[config.mk]
export PLATFORM = sky130hd
export DESIGN_NAME = ssat_timer
export DESIGN_NICKNAME = d
export VERILOG_FILES = /design/src/rtl/ssat_pkg.sv /design/src/rtl/ssat_capture.sv /design/src/rtl/ssat_timer.sv
export VERILOG_INCLUDE_DIRS = /design/src /design/src/rtl
export SDC_FILE = /design/constraint.sdc
export NUM_CORES = 1
export LEC_CHECK = 0
export BUFFER_PORTS_ARGS = -buffer_cell sky130_fd_sc_hd__buf_2
export CAP_MARGIN = 20
export CORE_MARGIN = 10
export CORE_UTILIZATION = 58
export CTS_CLUSTER_SIZE = 20
export DETAILED_ROUTE_END_ITERATION = 12
export PLACE_DENSITY = 0.77
export SETUP_SLACK_MARGIN = 0.1
export SLEW_MARGIN = 10
export SYNTH_ARGS = -nofsm -noshare
export SYNTH_HDL_FRONTEND = slang
export SYNTH_HIERARCHICAL = 1
export SYNTH_SLANG_ARGS = --single-unit
[constraint.sdc]
create_clock -name clk_i -period 18.4 [get_ports clk_i]
set_input_delay 0.92 -clock clk_i [delete_from_list [all_inputs] [get_ports clk_i]]
set_output_delay 0.92 -clock clk_i [all_outputs]
set_load 0.01 [all_outputs]
[src/rtl/ssat_defs.svh]
// Constants of the single-slope converter timer
`ifndef SSAT_DEFS_SVH
`define SSAT_DEFS_SVH

// ----------------------------------------------------------------------------
// Register offsets
// ----------------------------------------------------------------------------
`define SSAT_OFF_MODE 8'h00
`define SSAT_OFF_SYNC_WIDTH 8'h04
`define SSAT_OFF_TRIM 8'h08
`define SSAT_OFF_RESULT_ONE 8'h0c
`define SSAT_OFF_RESULT_TWO 8'h10
`define SSAT_OFF_RESULT_THREE 8'h14
`define SSAT_OFF_RESULT_AUX 8'h18
`define SSAT_OFF_SYNC_PERIOD 8'h1c
`define SSAT_OFF_STATUS 8'h20

// ----------------------------------------------------------------------------
// Field positions
// ----------------------------------------------------------------------------
`define SSAT_MODE_SEL_LO 0
`define SSAT_MODE_SEL_HI 1
`define SSAT_MODE_RATE 7
`define SSAT_MODE_DOUBLE 9
`define SSAT_MODE_RUN 10

// ----------------------------------------------------------------------------
// Reset values
// ----------------------------------------------------------------------------
`define SSAT_RST_MODE 11'h000
`define SSAT_RST_TRIM 3'h0
`define SSAT_RST_SYNC_WIDTH 8'h28
`define SSAT_RST_SYNC_PERIOD 16'h2000

// ----------------------------------------------------------------------------
// Timing
// ----------------------------------------------------------------------------
`define SSAT_CLK_NS 50
`define SSAT_SYNC_MIN_NS 50
`define SSAT_SYNC_MAX_NS 12500
`define SSAT_SYNC_MIN_CYC ((`SSAT_SYNC_MIN_NS + `SSAT_CLK_NS - 1) / `SSAT_CLK_NS)
`define SSAT_SYNC_MAX_CYC (`SSAT_SYNC_MAX_NS / `SSAT_CLK_NS)
`define SSAT_FULL_SCALE 12'hfff
`define SSAT_TRIP_FLUSH 3'h4

`endif

[src/rtl/ssat_pkg.sv]
// Types of the single-slope converter timer
package ssat_pkg;

  typedef struct packed {
    logic [10:0] addr;
    logic [31:0] wdata;
    logic wr;
    logic rd;
  } ssat_bus_req_t;

  typedef enum logic [2:0] {
    SSAT_ST_IDLE = 3'b001,
    SSAT_ST_SYNC = 3'b010,
    SSAT_ST_RAMP = 3'b100
  } ssat_state_t;

  typedef struct packed {
    logic rate;
    logic [1:0] sel;
  } ssat_mode_t;

endpackage : ssat_pkg

[src/rtl/ssat_capture.sv]
// One channel result register of the converter
`timescale 1ns/1ps
`default_nettype none
`include "ssat_defs.svh"

module ssat_capture #(
  parameter int WIDTH = 12
) (
  // Clock and reset
  input wire logic clk_i,
  input wire logic rst_n_i,
  // Conversion control
  input wire logic start_i,
  input wire logic ramp_i,
  input wire logic trip_i,
  input wire logic [WIDTH-1:0] count_i,
  // Result
  output logic [WIDTH-1:0] result_o
);

  logic done;
  logic [WIDTH-1:0] held;

  // --------------------------------------------------------------------------
  // Capture once per interval
  // --------------------------------------------------------------------------
  always_ff @(posedge clk_i or negedge rst_n_i)
  begin
    if (!rst_n_i)
    begin
      done <= 1'b0;
      held <= '0;
    end
    else if (start_i)
    begin
      done <= 1'b0;
      held <= '0;
    end
    else if (ramp_i && trip_i && !done)
    begin
      done <= 1'b1; // see [RULE_19]
      held <= count_i; // see [RULE_06]
    end
  end

  // Publish at end of interval; no trip gives zero
  always_ff @(posedge clk_i or negedge rst_n_i)
  begin
    if (!rst_n_i)
      result_o <= '0;
    else if (start_i)
      result_o <= done ? held : '0; // see [RULE_13]
  end

endmodule : ssat_capture
`default_nettype wire

[src/rtl/ssat_timer.sv]
// Single-slope converter timer: sync, ramp counter, captures, registers
// ----------------------------------------------------------------------------
// Notes on behaviour
// [RULE_01] Four comparators share one counter
// [RULE_02] Fourth channel goes through 4-to-1 selector
// [RULE_03] Mode bits 1:0 pick aux input
// [RULE_04] Code 11 converts internal reference
// [RULE_05] 12-bit counter measures time to crossing
// [RULE_06] Result captures counter when comparator trips
// [RULE_07] Each sync pulse restarts ramp and counter
// [RULE_08] Sync width from register, 0.05-12.5 us
// [RULE_09] Software makes sync wide enough
// [RULE_10] Mode bit 7 picks counter rate
// [RULE_11] Count limited to 4095
// [RULE_12] Double update halves conversion interval
// [RULE_13] No crossing reports zero
// [RULE_14] 3-bit trim steers ramp current
// [RULE_15] Current rises with trim code
// [RULE_16] Trim resets to zero
// [RULE_17] Software raises trim while result exceeds target
// [RULE_18] Counter zero during sync, stops full
// [RULE_19] One capture per interval, held
// ----------------------------------------------------------------------------
`timescale 1ns/1ps
`default_nettype none
`include "ssat_defs.svh"

module ssat_timer #(
  parameter int CNT_W = 12,
  parameter int PERIOD_W = 16
) (
  // Clock and reset
  input wire logic clk_i,
  input wire logic arst_n_i,
  // Register port
  input wire logic [10:0] addr_i,
  input wire logic [31:0] wdata_i,
  input wire logic wr_i,
  input wire logic rd_i,
  output logic [31:0] rdata_o,
  // Comparators: main one..three, then selected aux
  input wire logic [3:0] comp_trip_i,
  // Analog control
  output logic [1:0] aux_select_o,
  output logic [2:0] ramp_current_trim_o,
  output logic ramp_discharge_o,
  output logic pwm_sync_pulse_o
);

  ssat_pkg::ssat_bus_req_t req;
  ssat_pkg::ssat_mode_t mode;
  ssat_pkg::ssat_state_t state;
  ssat_pkg::ssat_state_t next_state;
  logic rst_s1;
  logic rst_n;
  logic [3:0] trip_s1;
  logic [3:0] trip_s2;
  logic [3:0] trip_s3;
  logic [3:0] trip;
  logic double_update;
  logic run;
  logic [7:0] sync_width;
  logic [PERIOD_W-1:0] sync_period;
  logic [2:0] trim;
  logic [PERIOD_W-1:0] period_cnt;
  logic [7:0] width_cnt;
  logic [CNT_W-1:0] count;
  logic half_tick;
  logic tick;
  logic start;
  logic [PERIOD_W-1:0] interval;
  logic [CNT_W-1:0] result [4];
  logic [31:0] next_rdata;
  logic [2:0] settle;
  logic capture_ok;

  assign req = '{addr: addr_i, wdata: wdata_i, wr: wr_i, rd: rd_i};

  // --------------------------------------------------------------------------
  // Reset release
  // --------------------------------------------------------------------------
  always_ff @(posedge clk_i or negedge arst_n_i)
  begin
    if (!arst_n_i)
    begin
      rst_s1 <= 1'b0;
      rst_n <= 1'b0;
    end
    else
    begin
      rst_s1 <= 1'b1;
      rst_n <= rst_s1;
    end
  end

  // --------------------------------------------------------------------------
  // Comparator synchronisers, change on agreement of stages two and three
  // --------------------------------------------------------------------------
  always_ff @(posedge clk_i or negedge rst_n)
  begin
    if (!rst_n)
    begin
      trip_s1 <= '0;
      trip_s2 <= '0;
      trip_s3 <= '0;
      trip <= '0;
    end
    else
    begin
      trip_s1 <= comp_trip_i;
      trip_s2 <= trip_s1;
      trip_s3 <= trip_s2;
      trip <= (trip_s2 & trip_s3) | (trip & (trip_s2 | trip_s3));
    end
  end

  // --------------------------------------------------------------------------
  // Register writes
  // --------------------------------------------------------------------------
  function automatic logic hit(input logic [10:0] a, input logic [7:0] off);
    hit = (a == {3'h0, off});
  endfunction : hit

  always_ff @(posedge clk_i or negedge rst_n)
  begin
    if (!rst_n)
    begin
      mode <= '0;
      double_update <= 1'b0;
      run <= 1'b0;
    end
    else if (req.wr && hit(req.addr, `SSAT_OFF_MODE))
    begin
      mode.sel <= req.wdata[`SSAT_MODE_SEL_HI:`SSAT_MODE_SEL_LO]; // see [RULE_03]
      mode.rate <= req.wdata[`SSAT_MODE_RATE]; // see [RULE_10]
      double_update <= req.wdata[`SSAT_MODE_DOUBLE];
      run <= req.wdata[`SSAT_MODE_RUN];
    end
  end

  always_ff @(posedge clk_i or negedge rst_n)
  begin
    if (!rst_n)
      trim <= `SSAT_RST_TRIM; // see [RULE_16]
    else if (req.wr && hit(req.addr, `SSAT_OFF_TRIM))
      trim <= req.wdata[2:0]; // see [RULE_14]
  end

  always_ff @(posedge clk_i or negedge rst_n)
  begin
    if (!rst_n)
    begin
      sync_width <= `SSAT_RST_SYNC_WIDTH;
      sync_period <= `SSAT_RST_SYNC_PERIOD;
    end
    else if (req.wr)
    begin
      if (hit(req.addr, `SSAT_OFF_SYNC_WIDTH))
      begin
        // Clamp to 1..250 cycles, 0.05 to 12.5 us
        if (req.wdata[7:0] < 8'(`SSAT_SYNC_MIN_CYC))
          sync_width <= 8'(`SSAT_SYNC_MIN_CYC); // see [RULE_08]
        else if (req.wdata[7:0] > 8'(`SSAT_SYNC_MAX_CYC))
          sync_width <= 8'(`SSAT_SYNC_MAX_CYC); // see [RULE_08]
        else
          sync_width <= req.wdata[7:0];
      end
      if (hit(req.addr, `SSAT_OFF_SYNC_PERIOD))
        sync_period <= req.wdata[PERIOD_W-1:0];
    end
  end

  // --------------------------------------------------------------------------
  // Sync generator; double update halves the interval
  // --------------------------------------------------------------------------
  assign interval = double_update ? (sync_period >> 1) : sync_period; // see [RULE_12]
  assign start = run && (period_cnt == '0);

  always_ff @(posedge clk_i or negedge rst_n)
  begin
    if (!rst_n)
      period_cnt <= '0;
    else if (!run)
      period_cnt <= '0;
    else if (period_cnt + PERIOD_W'(1) >= interval)
      period_cnt <= '0;
    else
      period_cnt <= period_cnt + PERIOD_W'(1);
  end

  // --------------------------------------------------------------------------
  // Conversion state machine
  // --------------------------------------------------------------------------
  always_comb
  begin
    next_state = state;
    case (state)
      ssat_pkg::SSAT_ST_IDLE:
        if (start)
          next_state = ssat_pkg::SSAT_ST_SYNC;
      ssat_pkg::SSAT_ST_SYNC:
        if (width_cnt <= 8'h01)
          next_state = ssat_pkg::SSAT_ST_RAMP;
      ssat_pkg::SSAT_ST_RAMP:
        if (start)
          next_state = ssat_pkg::SSAT_ST_SYNC; // see [RULE_07]
        else if (!run)
          next_state = ssat_pkg::SSAT_ST_IDLE;
      default:
        next_state = ssat_pkg::SSAT_ST_IDLE;
    endcase
  end

  always_ff @(posedge clk_i or negedge rst_n)
  begin
    if (!rst_n)
      state <= ssat_pkg::SSAT_ST_IDLE;
    else
      state <= next_state;
  end

  always_ff @(posedge clk_i or negedge rst_n)
  begin
    if (!rst_n)
      width_cnt <= '0;
    else if (start)
      width_cnt <= sync_width; // see [RULE_08]
    else if (width_cnt != '0)
      width_cnt <= width_cnt - 8'h01;
  end

  // --------------------------------------------------------------------------
  // Shared ramp counter, core rate or half rate
  // --------------------------------------------------------------------------
  assign tick = mode.rate | half_tick; // see [RULE_10]

  always_ff @(posedge clk_i or negedge rst_n)
  begin
    if (!rst_n)
      half_tick <= 1'b0;
    else if (state != ssat_pkg::SSAT_ST_RAMP)
      half_tick <= 1'b0;
    else
      half_tick <= ~half_tick;
  end

  always_ff @(posedge clk_i or negedge rst_n)
  begin
    if (!rst_n)
      count <= '0;
    else if (state != ssat_pkg::SSAT_ST_RAMP)
      count <= '0; // see [RULE_18]
    else if (tick && count != CNT_W'(`SSAT_FULL_SCALE))
      count <= count + CNT_W'(1); // see [RULE_05] [RULE_11]
  end

  // --------------------------------------------------------------------------
  // Four captures on the one counter; channel four is the selected aux
  // --------------------------------------------------------------------------
  // A short sync leaves old trips in the synchronisers; wait them out
  always_ff @(posedge clk_i or negedge rst_n)
  begin
    if (!rst_n)
      settle <= 3'h0;
    else if (start)
      settle <= `SSAT_TRIP_FLUSH; // see [RULE_19]
    else if (settle != 3'h0)
      settle <= settle - 3'h1;
  end

  assign capture_ok = (state == ssat_pkg::SSAT_ST_RAMP) && (settle == 3'h0);

  for (genvar ch = 0; ch < 4; ch++)
  begin : g_cap
    ssat_capture #(
      .WIDTH(CNT_W)
    ) u_cap (
      .clk_i(clk_i),
      .rst_n_i(rst_n),
      .start_i(start), // see [RULE_07]
      .ramp_i(capture_ok),
      .trip_i(trip[ch]), // see [RULE_01]
      .count_i(count),
      .result_o(result[ch])
    );
  end

  // --------------------------------------------------------------------------
  // Analog control outputs
  // --------------------------------------------------------------------------
  always_ff @(posedge clk_i or negedge rst_n)
  begin
    if (!rst_n)
    begin
      aux_select_o <= 2'h0;
      ramp_current_trim_o <= `SSAT_RST_TRIM;
      ramp_discharge_o <= 1'b1;
      pwm_sync_pulse_o <= 1'b0;
    end
    else
    begin
      aux_select_o <= mode.sel; // see [RULE_02] [RULE_04]
      ramp_current_trim_o <= trim; // see [RULE_15]
      ramp_discharge_o <= (next_state != ssat_pkg::SSAT_ST_RAMP); // see [RULE_07]
      pwm_sync_pulse_o <= (next_state == ssat_pkg::SSAT_ST_SYNC);
    end
  end

  // --------------------------------------------------------------------------
  // Register reads
  // --------------------------------------------------------------------------
  always_comb
  begin
    next_rdata = 32'h0000_0000;
    if (hit(req.addr, `SSAT_OFF_MODE))
      next_rdata = {21'h0, run, double_update, 1'b0, mode.rate,
                    5'h00, mode.sel};
    else if (hit(req.addr, `SSAT_OFF_SYNC_WIDTH))
      next_rdata = {24'h0, sync_width};
    else if (hit(req.addr, `SSAT_OFF_TRIM))
      next_rdata = {29'h0, trim};
    else if (hit(req.addr, `SSAT_OFF_RESULT_ONE))
      next_rdata = {20'h0, result[0]};
    else if (hit(req.addr, `SSAT_OFF_RESULT_TWO))
      next_rdata = {20'h0, result[1]};
    else if (hit(req.addr, `SSAT_OFF_RESULT_THREE))
      next_rdata = {20'h0, result[2]};
    else if (hit(req.addr, `SSAT_OFF_RESULT_AUX))
      next_rdata = {20'h0, result[3]};
    else if (hit(req.addr, `SSAT_OFF_SYNC_PERIOD))
      next_rdata = {16'h0, sync_period};
    else if (hit(req.addr, `SSAT_OFF_STATUS))
      next_rdata = {25'h0, trip, state};
  end

  always_ff @(posedge clk_i or negedge rst_n)
  begin
    if (!rst_n)
      rdata_o <= 32'h0000_0000;
    else if (req.rd)
      rdata_o <= next_rdata;
    else
      rdata_o <= 32'h0000_0000;
  end

endmodule : ssat_timer
`default_nettype wire

After elaboration in Yosys (flattened, before gate mapping):

Cells that the tools add are included.
W data, S select, Z words.

* register bits: 232
* output and inout port bits: 39
* logic and storage cells: 143

* add/sub/neg operators: 4
* $lt $le $gt $ge: 4
* equality and inequality tests: 15
* multiplexer cells: 47
* bitwise operators: 6
* reductions and logical operators: 31

Operator list (number)
* $mux W16: 11
* $mux W12: 14
* $eq A11 B5 Y1 const B: 4
* $mux W32: 1
* $mux W8: 4
* $eq A11 B4 Y1 const B: 2
* $mux W3: 6
* $add A16 B1 Y16 const B: 1
* $ge A16 B16 Y1: 1
* $logic_not A16 Y1: 1
* $reduce_bool A2 Y1: 7
* $logic_and A1 B1 Y1: 13
* $add A12 B1 Y12 const B: 1
* $ne A12 B12 Y1 const B: 1
* $eq A11 B3 Y1 const B: 1
* $eq A11 B6 Y1 const B: 1
* $logic_not A11 Y1: 1
* $mux W1: 9
* $pmux W3 S3: 1
* $and A4 B4 Y4: 2
* $gt A8 B8 Y1 const B: 1
* $le A8 B1 Y1 const B: 1
* $lt A8 B1 Y1 const B: 1
* $or A4 B4 Y4: 2
* other kinds (14): 20

Depth between registers and ports, before layout:

Gate-level depths: netlist of run 1.

* depth after elaboration: 11
* depth in mapped cells: 12
* mapped depth without buffers: 11

Hierarchy:

Netlist of run 1, hierarchy kept.

Modules (own cells, without submodules)
* ssat_timer: instances 1, cells each 589, area each 6243.5 um^2, seq. area each 2909.0 um^2
* ssat_capture: instances 4, cells each 84, area each 1081.0 um^2, seq. area each 625.6 um^2

Least setup slack after synthesis of run 1:

OpenSTA, ideal clock, no wires.

* kind: reg-to-reg
* from: register period_cnt[3]
* to: register period_cnt[10]
* library setup time: 0.132 ns
* arrival time: 2.697 ns
* required time: 18.268 ns
* slack: 15.571 ns
* cell stages (with the launch flop): 11
* buffers on the path: 1
* period minus slack after synthesis: 2.829 ns
* cell sequence: dfrtp_1 -> nand4_1 -> nor4_1 -> and3_1 -> xor2_1 -> ha_1 -> and4_1 -> nand2_1 -> o31ai_1 -> clkbuf_1 -> nor2b_1

* longest elaborated chain between the ends: 4

RTL lines
* start: declaration: RTL line ssat_timer.sv:65 `logic [PERIOD_W-1:0] period_cnt;`
* start signal: assignment: RTL line ssat_timer.sv:188 `period_cnt <= period_cnt + PERIOD_W'(1);`
* $add A16 B1 Y16 *: RTL line ssat_timer.sv:185, ssat_timer.sv:188
* $ge A16 B16 Y1: RTL line ssat_timer.sv:185 `else if (period_cnt + PERIOD_W'(1) >= interval)`
* $mux W16 *: RTL line ssat_timer.sv:185
* $mux W16 *: RTL line ssat_timer.sv:183 `else if (!run)`

Every way passes the cells marked *; elsewhere a longest branch is shown, timed or not.
A chain may end at the register's enable or synchronous reset.

Final worst setup path of run 1:

* from: register period_cnt[3]
* to: register period_cnt[3]

Same word-level chain as after synthesis.

==> impl_results.md, run 1 <==
- Area of all sequential standard cells: 5420 sq um
- Number of warning messages in the yosys log: 6
- Average vias per placed instance: 5.84
- Worst Skew: 0.0145 ns
- Worst Reg-to-Reg Cells: 11
- Placed inst area: 10900 sq um
- Number of routed nets with antenna violations: 0
- Outcome: finished clean
- Net total in the final layout: 1050
- Setup slack of the worst register-to-register path: 15.33 ns
- Endpoint of the worst setup timing path: period_cnt[3]$_DFF_PN0_
- Mean Syn Cell Area: 11.4 sq um
- Number of remaining DRC errors: 0
- Worst Path Required: 18.85 ns
- Worst-path clk slew: 0.06 ns
- Area enclosed by the die boundary: 24000 sq um
- Post-placement cell count: 1179
- Gpl congestion: 0.968
- HPWL after DPL: 17500 um
- Sink Count: 216
- Unrepaired setup endpoints after global routing: false
- Worst R2R End: period_cnt[3]$_DFF_PN0_
- Maximum fanout count along the critical path: 16
- Cell area power density: 88.2 nW/um^2
- Post-synth EDFFs: 0
- WL final: 24700 um
- Number of optimization iterations in the first detailed-route pass: 5
- Number of instances in the synthesized netlist: 925
- Vias: 7119
- Count of max-cap constraint violations: 0
- Final setup violation count: 0
- Largest net degree at the start of global routing: 105
- Leakage power: 5.15 nW
- Count of pins on the block boundary: 90
- Total of flip-flops plus latches after synthesis: 216
- Number of global-route vias before repair: 7059
- TritonCTS clock tree: built
- Number of max-slew violations in the final report: 0
- Crit path kind: reg2reg
- Critical path launch point type: register
- Distinct cell type count after synthesis: 76
- Number of hold-slack violations in the final timing report: 0
- Layout overhead on the synthesized area: 9.63%
- Width of the die: 155 um
- Die Y: 155 um
- Diode count: 0
- Prevailing post-synth register cell: dfrtp_1
- Finished Layout Cells: 1219
- Antenna violations before repair: 0
- Final Core Density: 0.645
- Post-CTS resize count: 0
- Layout cell share with drive strength beyond 1: 0.163
- Number of buffers added on ports: 57
- Post-route standard cell area excluding fillers: 11600 sq um
- Critical Path Start: period_cnt[3]$_DFF_PN0_
- Post CTS Setup Buffer Count: 0
- Max rail drop VDD: 0.0000860 V
- Share of synthesized flip-flops with an asynchronous set or reset: 1.00
- Drt wl/cell: 20.2 um
- Post-synthesis cell area: 10600 sq um
- Peak Freq: 326 MHz
- Arr. time, crit path: 3.52 ns
- Wire length of the first global-routing pass: 39200 um
- Tightest hold margin: 0.184 ns
- Max-Slew Margin vs Limit: 0.353
- Type of destination of the critical path: register
- Total clock buffers created by CTS: 23
- Fillcell total: 1420
- Worst slew pin tran: 0.970 ns
- Post-Route Setup TNS: 0 ns
- Effective utilization at floorplan: 0.588
- Number of buffers inserted for hold repair after clock tree synthesis: 0
- Std cell rows: 49
- GR Overflow Total: 0
- Number of buffers on the longest clock path: 3
- Sequential element share of the synthesized area: 0.512
- Time the worst path needs with I/O delays and setup: 3.07 ns
- Violation count after the first detailed-routing iteration: 626
- Reg2reg start: period_cnt[3]$_DFF_PN0_
- Total routing usage reported by global routing: 0.202
- Number of levels the H-tree was split into: 1
- Clock root buffer: clkbuf_16
- Area inside the core boundary: 18000 sq um
- Period Utilization, post-route: 0.167
- Worst min-delay path class: in2async
- Later-pin clock latency in the skew report: 0.52 ns
- Multi-input gate area in the final layout: 4740 sq um
==> sequential cells by signal (all words and copies together), names as in the netlist, 2 cells and up <==
| register | count |
|---|---|
| sync_width | 8 |
| width_cnt | 8 |
| aux_select_o | 2 |
| trip_s2 | 4 |
| trip_s1 | 4 |
| g_cap.u_cap/done | 4 |
| mode | 3 |
| settle | 3 |
| trim | 3 |
| state | 3 |
| ramp_current_trim_o | 3 |
| sync_period | 16 |
| trip_s3 | 4 |
| period_cnt | 16 |
| rdata_o | 16 |
| g_cap.u_cap/result_o | 48 |
| count | 12 |
| trip | 4 |
| g_cap.u_cap/held | 48 |
==> how the worst min path moves through the flow <==
stage | end | start | slack (ns)
after detailed placement | trip_s2[2]$_DFF_PN0_ | trip_s1[2]$_DFF_PN0_ | 0.33
after global routing | rst_n$_DFF_PN0_ | arst_n_i | 0.17
after CTS | rst_n$_DFF_PN0_ | arst_n_i | 0.17
after global placement | trip_s2[1]$_DFF_PN0_ | trip_s1[1]$_DFF_PN0_ | 0.33
final | rst_n$_DFF_PN0_ | arst_n_i | 0.18
after floorplan | rst_n$_DFF_PN0_ | rst_s1$_DFF_PN0_ | 0.33
==> per-layer routing <==
layer  part of all wire  global-route usage  up-vias
met5                  0                   0        -
met4              0.029              0.0576        0
met3              0.059              0.0312       55
met2               0.46               0.322      204
met1               0.45               0.279     3471
li1                   -                   -     3389
==> placed cells by master (no fill, tap or decap), types with 6 or more instances in the layout <==
| master | n |
|---|---|
| nand2b_1 | 107 |
| clkbuf_8 | 8 |
| a31oi_1 | 7 |
| nor4_1 | 9 |
| clkbuf_16 | 23 |
| buf_2 | 57 |
| conb_1 | 17 |
| nand3_1 | 26 |
| xor2_1 | 10 |
| nand2_1 | 41 |
| inv_1 | 20 |
| ha_1 | 23 |
| nor2b_1 | 16 |
| nor3_1 | 15 |
| a21oi_1 | 28 |
| mux2_2 | 25 |
| dfrtp_1 | 210 |
| nand4_1 | 8 |
| mux2i_1 | 70 |
| xnor2_1 | 18 |
| o21ai_0 | 21 |
| a22o_1 | 49 |
| a22oi_1 | 9 |
| buf_4 | 6 |
| nor2_1 | 42 |
| and3_1 | 12 |
==> synthesized netlist by cell type (6+ instances only) <==
cell type    n  area (sq um)
a21oi_1     28           140
a22o_1      49           429
a22oi_1      9          67.6
a31oi_1      7          43.8
and3_1      12          75.1
buf_2        6          30.0
buf_4       22           165
clkbuf_1    16          60.1
dfrtp_1    211          5280
ha_1        23           288
inv_1       20          75.1
mux2_2      25           282
mux2i_1     70           701
nand2_1     41           154
nand2b_1   107           669
nand3_1     26           130
nand4_1      8          50.1
nor2_1      42           158
nor2b_1     16           100
nor3_1      15          75.1
nor4_1       9          56.3
o21ai_0     21           105
xnor2_1     18           158
xor2_1      10          87.6
==> final cells by class <==
cell class,instances,share of cell area
sequential,216,0.467
multi-input combinational,650,0.409
clock buffer,33,0.0598
timing repair buffer,64,0.0289
tap,229,0.0247
inverter,21,0.00680
clock inverter,6,0.00292
==> through the flow <==
| stage | total power, W | setup slack [ns] |
|---|---|---|
| 3_5_place_dp | 0.000590 | 15.30 |
| 2_1_floorplan | 0.000568 | 11.94 |
| 3_3_place_gp | 0.000586 | 15.31 |
| 5_1_grt | 0.00106 | 15.04 |
| 6_report | 0.00102 | 15.33 |
| 4_1_cts | 0.00103 | 15.28 |
==> cells by family (layout without fill, tap and decap cells) <==
kind of cell    count (synthesis)  after routing  share of synthesized area
other cells                     2             17                   0.000711
fa+ha+maj                      27             27                     0.0310
buf+inv                        74            124                     0.0445
flops                         216            216                      0.512
compound gates                158            158                      0.111
xor+xnor                       28             28                     0.0232
simple gates                  320            320                      0.177
mux                           100            100                     0.0997
==> report_power, final <==
| group | switching, W | total, W | internal [W] |
|---|---|---|---|
| sequential | 0.0000188 | 0.000512 | 0.000493 |
| combinational | 0.0000414 | 0.0000696 | 0.0000282 |
| clock | 0.000181 | 0.000441 | 0.000260 |
==> worst max-delay path, stage by stage, from the launching register on <==
cell and delay, ns:
dfrtp_1 0.45, nand4_1 0.14, nor4_1 0.60, and3_1 0.26, xor2_1 0.23, ha_1 0.28
a21o_1 0.18, a21o_1 0.17, a221oi_1 0.27, o31ai_1 0.11, buf_4 0.20, nor2b_1 0.12
Power figures use the tool's default switching activity.
==> run 2, diff against run 1 <==
CORE_UTILIZATION = 54   (was 58)
PLACE_DENSITY = 0.75   (was 0.77)
clock period = 2.49 ns   (was 18.4 ns; I/O delays follow)
==> run 2 against run 1 <==
The flow now finishes with violations (setup timing). Global-route usage up 0.83 points. Clock-buffer cell count grew 4. Hold slack worse by 0.16 ns. Critical endpoint is now period_cnt[15]$_DFF_PN0_. Largest power group unchanged. Highest routed layer unchanged.
==> impl_results.md, run 2 (synthesis results as in run 1) <==
- Period Utilization, post-route: 1.05 (+0.882)
- Worst-path clk slew: 0.06 ns (about the same)
- Drt wl/cell: 20.2 um (-0.22%)
- Most frequent cells in the layout: dfrtp_1, nand2b_1, mux2i_1, buf_2, buf_4
- Registers with the most flip-flops: g_cap.u_cap/held x48, g_cap.u_cap/result_o x48
- Arr. time, crit path: 3.05 ns (-0.47 ns)
- Number of remaining DRC errors: 0 (unchanged)
- Peak Freq: 383 MHz (+18%)
- Final WS setup: -0.123 ns (-15.45 ns)
- Unrepaired setup endpoints after global routing: true
- Area inside the core boundary: 19300 sq um (+7.6%)
- Largest net degree at the start of global routing: 67 (-36%)
- Post-placement cell count: 1262 (+7.0%)
- Later-pin clock latency in the skew report: 0.52 ns (about the same)
- Final setup violation count: 16 (+16)
- Clock Power Share: 0.438 (+0.007)
- Cell-internal power: 0.00594 W (+660%)
- TritonCTS clock tree: built
- Maximum fanout count along the critical path: 16 (unchanged)
- GR Overflow Total: 0 (unchanged)
- Critical path launch point type: register
- Number of optimization iterations in the first detailed-route pass: 5 (unchanged)
- Count of pins on the block boundary: 90 (unchanged)
- Number of global-route vias before repair: 7912 (+12%)
- Gpl congestion: 0.982 (+1.4%)
- Final Core Density: 0.639 (-0.00620)
- Finished Layout Cells: 1327 (+8.9%)
- Worst Skew: 0.0150 ns (+0.000518 ns)
- Max-Slew Margin vs Limit: 0.520 (+0.167)
- Type of destination of the critical path: register
- Violation count after the first detailed-routing iteration: 514 (-18%)
- Number of hold-slack violations in the final timing report: 0 (unchanged)
- Vias: 7627 (+7.1%)
- Antenna violations before repair: 0 (unchanged)
- HPWL after DPL: 19000 um (+8.4%)
- Violated checks: setup timing
- Area enclosed by the die boundary: 25600 sq um (+6.4%)
- Share of power burned in combinational logic: 0.073 (+0.005)
- Net total in the final layout: 1121 (+6.8%)
- Layout overhead on the synthesized area: 16.9%
- Die Y: 160 um (+3.2%)
- Number of buffers added on ports: 57 (unchanged)
- Worst slew pin tran: 0.702 ns (-0.269 ns)
- Time the worst path needs with I/O delays and setup: 2.61 ns (-0.459 ns)
- Number of levels the H-tree was split into: 1 (unchanged)
- Max rail drop VDD: 0.000651 V (+660%)
- Clock root buffer: clkbuf_16
- WL final: 26800 um (+8.6%)
- Crit path kind: reg2reg
- Outcome: finished, violations left
- Effective utilization at floorplan: 0.547 (-0.0417)
- Switching power as a share of total power: 0.233 (-0.00316)
- Worst min-delay path class: in2reg
- Cell area power density: 627 nW/um^2 (+610%)
- Wire length of the first global-routing pass: 43900 um (+12%)
- Std cell rows: 51 (+4.1%)
- Layout cell share with drive strength beyond 1: 0.201 (+0.0379)
- Post-layout total power: 0.00774 W (+660%)
- Number of max-slew violations in the final report: 0 (unchanged)
- Worst Path Required: 2.93 ns (-15.92 ns)
- Total routing usage reported by global routing: 0.210 (+0.00827)
- Width of the die: 160 um (+3.2%)
- Power spent charging and discharging nets: 0.00180 W (+650%)
- Total clock buffers created by CTS: 24 (+4.3%)
- Average vias per placed instance: 5.75 (-1.6%)
- Leakage power: 5.52 nW (+7.3%)
- Diode count: 0 (unchanged)
- Number of buffers on the longest clock path: 3 (unchanged)
- Fraction of power consumed by sequential logic: 0.488 (-0.013)
- Most common cell after layout, fill and taps aside: dfrtp_1
- Sink Count: 216 (unchanged)
- Setup Slack @ Placement: -0.160 ns (-15.46 ns)
- Count of max-cap constraint violations: 0 (unchanged)
- Number of routed nets with antenna violations: 0 (unchanged)
-- run 2: what timing repair did --
item / 4_1_cts / 5_1_grt
setup endpoints to repair: 17 / 16
endpoints found under the hold margin: 38 / 0
resized for setup: 1 / 3
pin swaps: 0 / 0
hold buffers: 23 / 0
cloned: 0 / 0
setup buffers: 1 / 0
-- run 2: power by group through the flow --
stage	combinational (W)	sequential (W)	clock [W]
after floorplan	0.000360	0.00384	0
after global placement	0.000517	0.00383	0
after detailed placement	0.000533	0.00384	0
after CTS	0.000565	0.00378	0.00344
after global routing	0.000644	0.00380	0.00358
final	0.000568	0.00378	0.00339
-- run 2: stage by stage --
stage | hold WS (ns) | cell area (sq um) | setup TNS [ns]
after global routing | 0.0555 | 12300 | -4.05
after global placement | -0.0895 | 11300 | -0.216
after floorplan | -0.171 | 10700 | -0.137
final | 0.0250 | 12300 | -1.29
after CTS | 0.0109 | 12300 | -2.36
after detailed placement | -0.0877 | 11300 | -2.10
-- run 2: area by class of cell --
class | instances | area, sq um
Clock buffer | 37 | 711
Tap cell | 265 | 332
Timing Repair Buffer | 134 | 958
Sequential cell | 216 | 5420
Clock inverter | 4 | 45.0
Inverter | 21 | 81.3
Fill cell | 1495 | 6990
Multi-Input combinational cell | 650 | 4810
-- run 2: final timing paths --
check / slack, ns / endpoint / from / cells past startpoint
min reg2reg: 0.34 / rst_n$_DFF_PN0_ / rst_s1$_DFF_PN0_ / 0
max: -0.12 / period_cnt[15]$_DFF_PN0_ / period_cnt[5]$_DFF_PN0_ / 11
max in group asynchronous: 1.32 / sync_width[5]$_DFFE_PN1P_ / rst_n$_DFF_PN0_ / 1
min in group asynchronous: 0.35 / trip[1]$_DFF_PN0_ / rst_n$_DFF_PN0_ / 0
min: 0.02 / rdata_o[1]$_DFF_PN0_ / addr_i[1] / 4
max reg2reg: -0.12 / period_cnt[15]$_DFF_PN0_ / period_cnt[5]$_DFF_PN0_ / 11
-- run 2: layer usage --
metal	vias up	GRT usage	wire length, um
met3	63	0.0332	1570
li1	3527	-	-
met4	0	0.0693	909
met1	3794	0.284	11800
met2	243	0.338	12500
met5	-	0	0
-- run 2: critical path, stage by stage, from the launching register on --
cell      delay (ns)
dfrtp_1         0.36
nand4_1         0.20
nor4_4          0.26
and3_4          0.26
xor2_2          0.15
ha_1            0.26
a21o_1          0.16
a21o_1          0.15
a221oi_2        0.30
o31ai_4         0.13
buf_12          0.17
nor2b_1         0.14
